<file path="src/core/hsu_pkg.sv">
// Package with the register map, field positions and timing of the sync gate and break timer
package hsu_pkg;

   // Register byte offsets
   localparam logic [4:0] OFS_CTRL    = 5'h00;
   localparam logic [4:0] OFS_STATUS  = 5'h04;
   localparam logic [4:0] OFS_MASK    = 5'h08;
   localparam logic [4:0] OFS_BRK_TMR = 5'h0C;
   localparam logic [4:0] OFS_SYN_TMR = 5'h10;
   localparam logic [4:0] OFS_SYN_CMP = 5'h14;

   // Fields of sync_control_0
   localparam int CTRL_SYNC_EN = 2;
   localparam int CTRL_CMP_EN  = 5;
   localparam int CTRL_MODE    = 6;
   localparam int CTRL_GATE    = 8;

   // Fields of sync_status and of the mask register
   localparam int ST_BRK_COND = 0;
   localparam int ST_BT_CMP   = 1;
   localparam int ST_BT_OVF   = 2;
   localparam int ST_SYN_CMP  = 3;
   localparam int ST_SYNC_DET = 4;
   localparam int ST_W        = 5;

   // Reset values
   localparam logic [ST_W-1:0] STATUS_RST  = 5'h00;
   localparam logic [ST_W-1:0] MASK_RST    = 5'h00;
   localparam logic [15:0]     TMR_RST     = 16'h0000;
   localparam logic [15:0]     BT_CMP_RST  = 16'hFFFF;
   localparam logic [15:0]     ST_CMP_RST  = 16'hFFFF;
   localparam logic [15:0]     TMR_MAX     = 16'hFFFF;
   localparam logic [2:0]      SYNC_FALLS  = 3'h5;

   // Timing: shortest break is eleven bit times at 19200 baud
   localparam int CLK_MHZ        = 40;
   localparam int LIN_BIT_NS     = 52083;
   localparam int BREAK_BITS     = 11;
   localparam int BREAK_MIN_NS   = BREAK_BITS * LIN_BIT_NS;
   localparam int BREAK_MIN_CYC  = (BREAK_MIN_NS * CLK_MHZ + 999) / 1000;

   typedef enum logic [1:0] {
      LS_IDLE,
      LS_SYNC,
      LS_DONE
   } hsu_lin_t;

endpackage

</file>
<file path="src/core/hsu_sync2.sv">
// Two-stage synchroniser for one asynchronous input level
module hsu_sync2 (
   input  wire logic sys_clk,
   input  wire logic rst_n,
   input  wire logic din,
   output logic      dout
);
   logic meta_q;

   // Idles high like the bus so no edge is seen out of reset
   always_ff @(posedge sys_clk or negedge rst_n) begin
      if (!rst_n) begin
         meta_q <= 1'b1;
         dout   <= 1'b1;
      end else begin
         meta_q <= din;
         dout   <= meta_q;
      end
   end
endmodule

</file>
<file path="src/core/hsu_top.sv">
// Receive gate, break timer, sync timer and Avalon-MM register file of the sync unit
// How it works
// - LIN mode, gate 1: UART receive held high until break and sync found.
// - LIN mode, gate 0: bus data reaches the UART receive input.
// - Pulse-width read mode, gate 1: each rising edge sets status bit 0.
// - Pulse-width read mode: break timer runs from falling to next rising edge.
// - Break timer compare match and overflow always raise their own flags.
// - Pulse-width write mode, gate 0: no break-condition flag on rising edges.
// - Pulse-width write mode: sync timer compare sets status bit 3.
// - Pulse-width write mode: break timer also stops on a rising edge.
// - Control bit 6 selects LIN when 0, pulse-width bus when 1.
// - Compare enabled: sync timer equal to compare sets flag, and interrupt when mask bit 3 is set.
module hsu_top
   import hsu_pkg::*;
#(
   parameter logic [15:0] BREAK_MIN = 16'(BREAK_MIN_CYC)
) (
   input  wire logic        sys_clk,
   input  wire logic        rst_n,
   input  wire logic [4:0]  avs_address,
   input  wire logic        avs_read,
   input  wire logic        avs_write,
   input  wire logic [31:0] avs_writedata,
   output logic [31:0]      avs_readdata,
   output logic             avs_waitrequest,
   output logic             irq,
   input  wire logic        bus_rx_pin,
   output logic             uart_rxd
);

   typedef struct packed {
      logic            rx_prev;
      hsu_lin_t        lin;
      logic [2:0]      fall_cnt;
      logic            mode;
      logic            gate;
      logic            cmp_en;
      logic            sync_en;
      logic [ST_W-1:0] status;
      logic [ST_W-1:0] mask;
      logic            bt_run;
      logic [15:0]     bt_cnt;
      logic [15:0]     bt_cmp;
      logic [15:0]     st_cnt;
      logic [15:0]     st_cmp;
      logic            ack;
      logic [31:0]     rdata;
      logic            rxd;
   } hsu_state_t;

   hsu_state_t s_q;
   hsu_state_t s_d;

   logic            rx_s;
   logic            fall;
   logic            rise;
   logic            bt_inc;
   logic            st_inc;
   logic            brk_ev;
   logic            req;
   logic            wr_hit;
   logic [ST_W-1:0] set_v;
   logic [ST_W-1:0] clr_v;
   logic [15:0]     bt_next;
   logic [15:0]     st_next;

   hsu_sync2 u_rx_sync (
      .sys_clk (sys_clk),
      .rst_n   (rst_n),
      .din     (bus_rx_pin),
      .dout    (rx_s)
   );

   assign fall    = s_q.rx_prev & ~rx_s;
   assign rise    = ~s_q.rx_prev & rx_s;
   assign req     = avs_read | avs_write;
   assign wr_hit  = avs_write & s_q.ack;
   assign bt_inc  = s_q.bt_run & ~fall & ~rise & (s_q.bt_cnt != TMR_MAX);
   assign st_inc  = s_q.sync_en & ~fall & (s_q.st_cnt != TMR_MAX);
   assign bt_next = s_q.bt_cnt + 16'h0001;
   assign st_next = s_q.st_cnt + 16'h0001;
   // Break seen once a low pulse reaches the shortest break width
   assign brk_ev  = ~s_q.mode & s_q.sync_en & bt_inc & (bt_next == BREAK_MIN);

   always_comb begin
      s_d         = s_q;
      set_v       = '0;
      clr_v       = '0;
      s_d.rx_prev = rx_s;

      // Break timer measures each low pulse in either mode
      if (fall) begin
         s_d.bt_run = 1'b1;
         s_d.bt_cnt = TMR_RST;
      end else if (rise) begin
         s_d.bt_run = 1'b0;
      end else if (bt_inc) begin
         s_d.bt_cnt = bt_next;
      end
      set_v[ST_BT_CMP] = bt_inc & (bt_next == s_q.bt_cmp);
      set_v[ST_BT_OVF] = bt_inc & (bt_next == TMR_MAX);

      // Rising edge flag only in pulse-width read mode
      set_v[ST_BRK_COND] = s_q.mode & s_q.gate & rise;

      // Sync bit timer restarts on each falling edge
      if (!s_q.sync_en || fall) begin
         s_d.st_cnt = TMR_RST;
      end else if (st_inc) begin
         s_d.st_cnt = st_next;
      end
      set_v[ST_SYN_CMP] = s_q.cmp_en & st_inc & (st_next == s_q.st_cmp);

      // LIN break then sync byte: five falling edges, then the stop bit rises
      if (s_q.mode || !s_q.sync_en) begin
         s_d.lin = LS_IDLE;
      end else if (brk_ev) begin
         s_d.lin      = LS_SYNC;
         s_d.fall_cnt = 3'h0;
      end else begin
         unique case (s_q.lin)
            LS_IDLE: begin
               s_d.fall_cnt = 3'h0;
            end
            LS_SYNC: begin
               if (fall) begin
                  s_d.fall_cnt = s_q.fall_cnt + 3'h1;
               end else if (rise && s_q.fall_cnt == SYNC_FALLS) begin
                  s_d.lin = LS_DONE;
                  set_v[ST_SYNC_DET] = 1'b1;
               end
            end
            LS_DONE: begin
               s_d.fall_cnt = 3'h0;
            end
         endcase
      end

      // Gate holds the UART input idle until a full break and sync are seen
      if (!s_q.mode && s_q.gate && s_q.lin != LS_DONE) begin
         s_d.rxd = 1'b1;
      end else begin
         s_d.rxd = rx_s;
      end

      // Bus slave: one wait state, read data captured with the answer
      s_d.ack = req & ~s_q.ack;
      if (req && !s_q.ack) begin
         unique case (avs_address)
            OFS_CTRL: begin
               s_d.rdata = '0;
               s_d.rdata[CTRL_SYNC_EN] = s_q.sync_en;
               s_d.rdata[CTRL_CMP_EN]  = s_q.cmp_en;
               s_d.rdata[CTRL_MODE]    = s_q.mode;
               s_d.rdata[CTRL_GATE]    = s_q.gate;
            end
            OFS_STATUS:  s_d.rdata = {27'h0, s_q.status};
            OFS_MASK:    s_d.rdata = {27'h0, s_q.mask};
            OFS_BRK_TMR: s_d.rdata = {16'h0, s_q.bt_cnt};
            OFS_SYN_TMR: s_d.rdata = {16'h0, s_q.st_cnt};
            OFS_SYN_CMP: s_d.rdata = {16'h0, s_q.st_cmp};
            default:     s_d.rdata = 32'h0000_0000;
         endcase
      end

      if (wr_hit) begin
         unique case (avs_address)
            OFS_CTRL: begin
               s_d.sync_en = avs_writedata[CTRL_SYNC_EN];
               s_d.cmp_en  = avs_writedata[CTRL_CMP_EN];
               s_d.mode    = avs_writedata[CTRL_MODE];
               s_d.gate    = avs_writedata[CTRL_GATE];
            end
            OFS_STATUS:  clr_v      = avs_writedata[ST_W-1:0];
            OFS_MASK:    s_d.mask   = avs_writedata[ST_W-1:0];
            OFS_BRK_TMR: s_d.bt_cmp = avs_writedata[15:0];
            OFS_SYN_TMR: s_d.st_cnt = TMR_RST;
            OFS_SYN_CMP: s_d.st_cmp = avs_writedata[15:0];
            default: begin
            end
         endcase
      end

      // A new event beats a clear in the same cycle so no event is lost
      s_d.status = (s_q.status & ~clr_v) | set_v;
   end

   always_ff @(posedge sys_clk or negedge rst_n) begin
      if (!rst_n) begin
         s_q.rx_prev  <= 1'b1;
         s_q.lin      <= LS_IDLE;
         s_q.fall_cnt <= 3'h0;
         s_q.mode     <= 1'b0;
         s_q.gate     <= 1'b0;
         s_q.cmp_en   <= 1'b0;
         s_q.sync_en  <= 1'b0;
         s_q.status   <= STATUS_RST;
         s_q.mask     <= MASK_RST;
         s_q.bt_run   <= 1'b0;
         s_q.bt_cnt   <= TMR_RST;
         s_q.bt_cmp   <= BT_CMP_RST;
         s_q.st_cnt   <= TMR_RST;
         s_q.st_cmp   <= ST_CMP_RST;
         s_q.ack      <= 1'b0;
         s_q.rdata    <= 32'h0000_0000;
         s_q.rxd      <= 1'b1;
      end else begin
         s_q <= s_d;
      end
   end

   assign avs_waitrequest = req & ~s_q.ack;
   assign avs_readdata    = s_q.rdata;
   assign uart_rxd        = s_q.rxd;
   assign irq             = |(s_q.status & s_q.mask);
endmodule

</file>
<file path="config.mk">
export PLATFORM = sky130hd
export DESIGN_NAME = hsu_top
export DESIGN_NICKNAME = d
export VERILOG_FILES = /design/src/core/hsu_pkg.sv /design/src/core/hsu_sync2.sv /design/src/core/hsu_top.sv
export SDC_FILE = /design/constraint.sdc
export NUM_CORES = 1
export LEC_CHECK = 0
export BUFFER_PORTS_ARGS = -buffer_cell sky130_fd_sc_hd__buf_2
export CORE_MARGIN = 2
export CORE_UTILIZATION = 50
export CTS_CLUSTER_DIAMETER = 200
export CTS_CLUSTER_SIZE = 24
export DETAILED_ROUTE_END_ITERATION = 10
export PLACE_DENSITY = 0.77
export REMOVE_ABC_BUFFERS = 1
export SYNTH_ARGS = -nofsm -noshare
export SYNTH_HDL_FRONTEND = slang
export SYNTH_HIERARCHICAL = 1
export SYNTH_SLANG_ARGS = --single-unit
</file>
<file path="constraint.sdc">
create_clock -name sys_clk -period 3 [get_ports sys_clk]
set_input_delay 0.15 -clock sys_clk [delete_from_list [all_inputs] [get_ports sys_clk]]
set_output_delay 0.15 -clock sys_clk [all_outputs]
set_load 0.02 [all_outputs]
</file>
Word level (Yosys, flattened, before mapping):

Index checks and enable logic that the tools add are counted.
Widths: inputs -> output; s select.

* register bits: 121
* input bits: 42
* word-level logic and storage cells: 119

* $add $sub $neg: 3
* eq/ne operators: 18
* mux-type cells: 25
* bitwise operators: 30
* reduce and logical (&&, ||, !) cells: 24

Operator list (count)
* $mux 16: 6
* $pmux 16 s6: 1
* $add 16x1->16 const B: 2
* $eq 16x16->1: 2
* $mux 32: 1
* $ne 16x16->1 const B: 2
* $and 1x1->1: 18
* $mux 17: 1
* $eq 16x15->1 const B: 1
* $eq 16x16->1 const B: 1
* $mux 5: 3
* $reduce_and 2->1: 6
* $and 5x5->5: 2
* $eq 5x4->1 const B: 2
* $eq 5x5->1 const B: 2
* $mux 2: 4
* $mux 1: 7
* $not 1->1: 7
* $pmux 3 s2: 1
* $reduce_bool 3->1: 2
* $eq 5x3->1 const B: 1
* $logic_not 5->1: 1
* $not 5->5: 1
* $or 5x5->5: 1
* other kinds (17): 25

Logic depth before layout (Yosys ltp):

* depth after elaboration: 11
* gate-level depth with buffers: 10
* depth with buffers taken out: 9

By module:

The synthesis kept the hierarchy.

By module, submodules not included
* hsu_top: times used 1, cells each 635, area each 6243.5 um^2, sequential area each 2620.0 um^2
* hsu_sync2: times used 1, cells each 2, area each 52.6 um^2, sequential area each 52.6 um^2

Worst setup path after synthesis:

Ideal clock, no wire load.

* path type: flip-flop to flip-flop
* start point: register s_q[83] (netlist name)
* end point: register s_q[115] (netlist name)
* setup time: 121 ps
* arrival: 2122 ps
* slack: 757 ps
* stages on the path, launching flop included: 10
* buffers on the path: 2
* period minus slack after synthesis: 2243 ps
* cell sequence: dfrtp_1 > ha_1 > buf_2 > and3_1 > clkbuf_1 > nand4_1 > xnor2_1 > nand3_1 > nand4b_1 > a22o_1

* word-level cells in the longest chain between the ends: 6
* elaborated cells between the ends (all ways): 9
* those cells by class: add/sub (1); eq/ne (3); mux (1); bitwise (3); reduce/logical (1)

RTL lines
* start: declaration: line hsu_top.sv:51 `hsu_state_t s_q;`
* parallel branches: the longest is 3 deep, another holds $add 16x1->16
* $and 1x1->1 *: line hsu_top.sv:83 `assign brk_ev = ~s_q.mode & s_q.sync_en & bt_inc & (bt_next == BREAK_MIN);`
* $ne 3x3->1 (no source line)
* $reduce_and 2->1 (no source line)

Every way passes the cells marked *.
A chain may end at the register's enable or synchronous reset.

Final worst setup path:

* start point: register s_q[118] (netlist name)
* end point: register s_q[83] (netlist name)

* word-level cells in the longest chain between the ends: 7
* elaborated cells between the ends (all ways): 12
* those cells by class: eq/ne (1); mux (1); bitwise (8); reduce/logical (2)

RTL lines
* $and 1x1->1 / $not 1->1 (equally long branches): line hsu_top.sv:74, hsu_top.sv:75
* $not 1->1 / $and 1x1->1 (equally long branches): line hsu_top.sv:78, hsu_top.sv:75
* $and 1x1->1 / $not 1->1 (equally long branches): line hsu_top.sv:78 `assign bt_inc = s_q.bt_run & ~fall & ~rise & (s_q.bt_cnt != TMR_MAX);`
* $and 1x1->1 (2 in a row): line hsu_top.sv:78
* $reduce_bool 2->1 (no source line)
* $reduce_and 2->1 (no source line)

Several ways; a longest one is shown, not always the timed one.

==> reports/qor.yml <==
clock_network:
  htree_levels: 3
  cts_tree: "done"
  cts_resized: 0
  clk_latency_ns: 0.36
  cts.sinks: 105
  cts_buffers: 9
  clk_pin_slew_worst_paths_ns: 0.07
  clock_path_buffers: 2
  cts_root_buffer: "clkbuf_16"
cells_and_area:
  diodes: 0
  layout.cells.non_filler: 837
  finish.net_count: 714
  syn_to_final_growth_pct: 9.56
  drive_gt1_share_pct: 27.8
  final_area_um2: 6900
logic_synthesis:
  synth_edf_count: 0
  postSynthCellCount: 637
  ys_top_cells_by_count: "dfrtp_1, nand2_1, a21oi_1"
  synth_most_common_cell: "dfrtp_1"
  synth.yosys.warnings: 6
  ys_async_sr_fraction_pct: 100
  synth_area_per_cell_um2: 9.88
  syn-cell-area_um2: 6300
  synth_area_leaders: "dfrtp_1, dfstp_2, mux2_2"
  synth_ff_type: "dfrtp_1"
  seq_area_frac_synth_pct: 42.4
  ys_ff_latch: 105
  synth_cell_type_count: 67
  synth_top_area_share_pct: 27.4
  yosys.area.top_type: "dfrtp_1"
detailed_routing:
  drtPass1Iterations: 5
  route.detailed.drc: 0
  drt-total-wl_um: 15800
  routedWlPerCell_um: 18.9
  drt-initial-drc-count: 576
  vias_per_cell: 6.04
  dr_total_vias: 5059
  ant_nets: 0
die:
  core_um2: 12200
  die_h_um: 116
  boundaryPins: 77
  rows: 40
  die_x_um: 116
  start_util_pct: 51.8
  dieArea_um2: 13500
sta:
  finalSetupViolations: 0
  fmax_mhz: 383
  setup-tns-final_ns: 0
  post-route-period-util_pct: 87.1
  fin_skew_ns: 0.00747
  setup_ws_ns: 0.387
  max_slew.worst_pin.slew_ns: 1.31
  fin_crit_ns: 2.61
  rsz0062_at_grt: "no"
  slew_violations: 0
  hold_violations: 0
  relSlewSlack_pct: 12.5
grt:
  first_global_vias: 4836
  antenna_found_initial: 0
  grt_start_max_net_pins: 53
  grt_pass1_wl_um: 25300
  track_usage_pct: 24.3
  grt_overflow: 0
power:
  cellLeakagePower_uw: 0.00289
  pwr-share-comb_pct: 18.3
  p_int_uw: 2550
  switching_share_pct: 30.1
  ir_drop_mv: 0.381
  power_switching_uw: 1100
  seqPwrFrac_pct: 48.7
  power_density_nw_per_um2: 528
  clkPwrFrac_pct: 33.1
setup_path:
  path_class: "flop to flop"
  critical_path.max_fanout: 11
  worstReg2RegStart: "s_q[118]$_DFF_PN1_"
  required_ns: 3.24
  reg2regPathDepth: 7
  crit_path_start_kind: "flop"
  reg2reg_slack_ns: 0.39
  crit_path_end_kind: "flop"
  arrival_ns: 2.85
  regToRegEndpoint: "s_q[83]$_DFFE_PN0P_"
placement:
  gp_congestion: 0.919
  dp_hpwl_um: 11800
  port_buffers: 44
  dp.cells: 819
  dpl-instance-area_um2: 6580
  dp_slack_ns: 0.452
worst_hold_path:
  hold_end: "s_q[41]$_DFFE_PN1P_"
  holdPathStages: 2
  hold_path_startpoint: "avs_writedata[7]"
  hp-class: "input pin to flop"
flow_run:
  cap_violations: 0
status:
  status: "complete, no violations"
flip-flops by register name (all words and copies together), names as in the netlist:
| register | count |
|---|---|
| avs_readdata | 16 |
| s_q | 86 |
| u_rx_sync/dout | 1 |
| u_rx_sync/meta_q | 1 |
| uart_rxd | 1 |
cell families after synthesis:
group	count (synthesis)	share of synthesized area [%]
buffers and inverters	87	7.61
adder cells (fa/ha/maj)	8	1.59
AND/OR/NAND/NOR	182	15.1
multiplexers	40	7.15
other	1	0.0596
AO/OA/AOI/OAI	165	19.2
flip-flops	105	42.4
XOR/XNOR	49	6.82
critical path, stage by stage, from the launching register on:
cell and delay, ns:
dfstp_2 0.53, inv_1 0.04, ha_1 0.20, clkinv_1 0.18, nand3b_1 0.21, a31oi_1 0.75
o21ai_0 0.33, a22o_1 0.26
power groups by stage:
stage	registers, uW	clock network [uW]	logic, uW
after CTS	1770	1220	661
after global placement	1780	0	640
after detailed placement	1790	0	657
after floorplan	1760	0	418
final	1770	1200	665
after global routing	1790	1290	733
placed cells by master (no fill, tap or decap), types with 26 or more instances in the layout:
cell / count
buf_4: 29
a21oi_1: 49
buf_2: 43
xor2_1: 26
nor2_1: 31
dfrtp_1: 69
a22o_1: 26
mux2_2: 40
dfstp_2: 36
nand2_1: 59
final cells by class:
cell class | count | area, um^2
Sequential cell | 105 | 2670
Timing Repair Buffer | 74 | 453
Inverter | 14 | 52.6
Clock buffer | 9 | 225
Multi-Input combinational cell | 460 | 3210
Clock inverter | 7 | 77.6
Tap cell | 168 | 210
Fill cell | 1052 | 5260
worst max path at each step:
| stage | cells past startpoint | to | startpoint |
|---|---|---|---|
| 4_1_cts | 7 | s_q[83]$_DFFE_PN0P_ | s_q[118]$_DFF_PN1_ |
| 3_5_place_dp | 8 | s_q[90]$_DFFE_PN0P_ | s_q[118]$_DFF_PN1_ |
| 2_1_floorplan | 3 | s_q[66]$_DFFE_PN1P_ | avs_address[1] |
| 3_3_place_gp | 7 | s_q[83]$_DFFE_PN0P_ | s_q[118]$_DFF_PN1_ |
| 5_1_grt | 9 | s_q[105]$_DFF_PN0_ | s_q[83]$_DFFE_PN0P_ |
| 6_report | 7 | s_q[83]$_DFFE_PN0P_ | s_q[118]$_DFF_PN1_ |
metrics by stage:
step,hold WS (ns),power (uW),util (%)
5_1_grt,0.0386,3810,56.7
3_3_place_gp,0.222,2420,54.1
2_1_floorplan,-0.146,2180,-
4_1_cts,0.0393,3650,56.7
6_report,0.0411,3640,56.7
3_5_place_dp,0.229,2450,54.1
metal layers:
metal | global-route usage [%] | wire [um] | vias to the layer above
met5 | 0 | 0 | -
met4 | 7.62 | 382 | 0
met3 | 5.40 | 1010 | 41
met2 | 41.5 | 7880 | 212
met1 | 30.9 | 6560 | 2482
li1 | - | - | 2324
repair_timing:
action,in CTS,in global routing
hold buffers,2,0
buffers inserted,0,0
hold endpoints to repair,30,0
No activity file was read; power rests on OpenSTA's default activity.
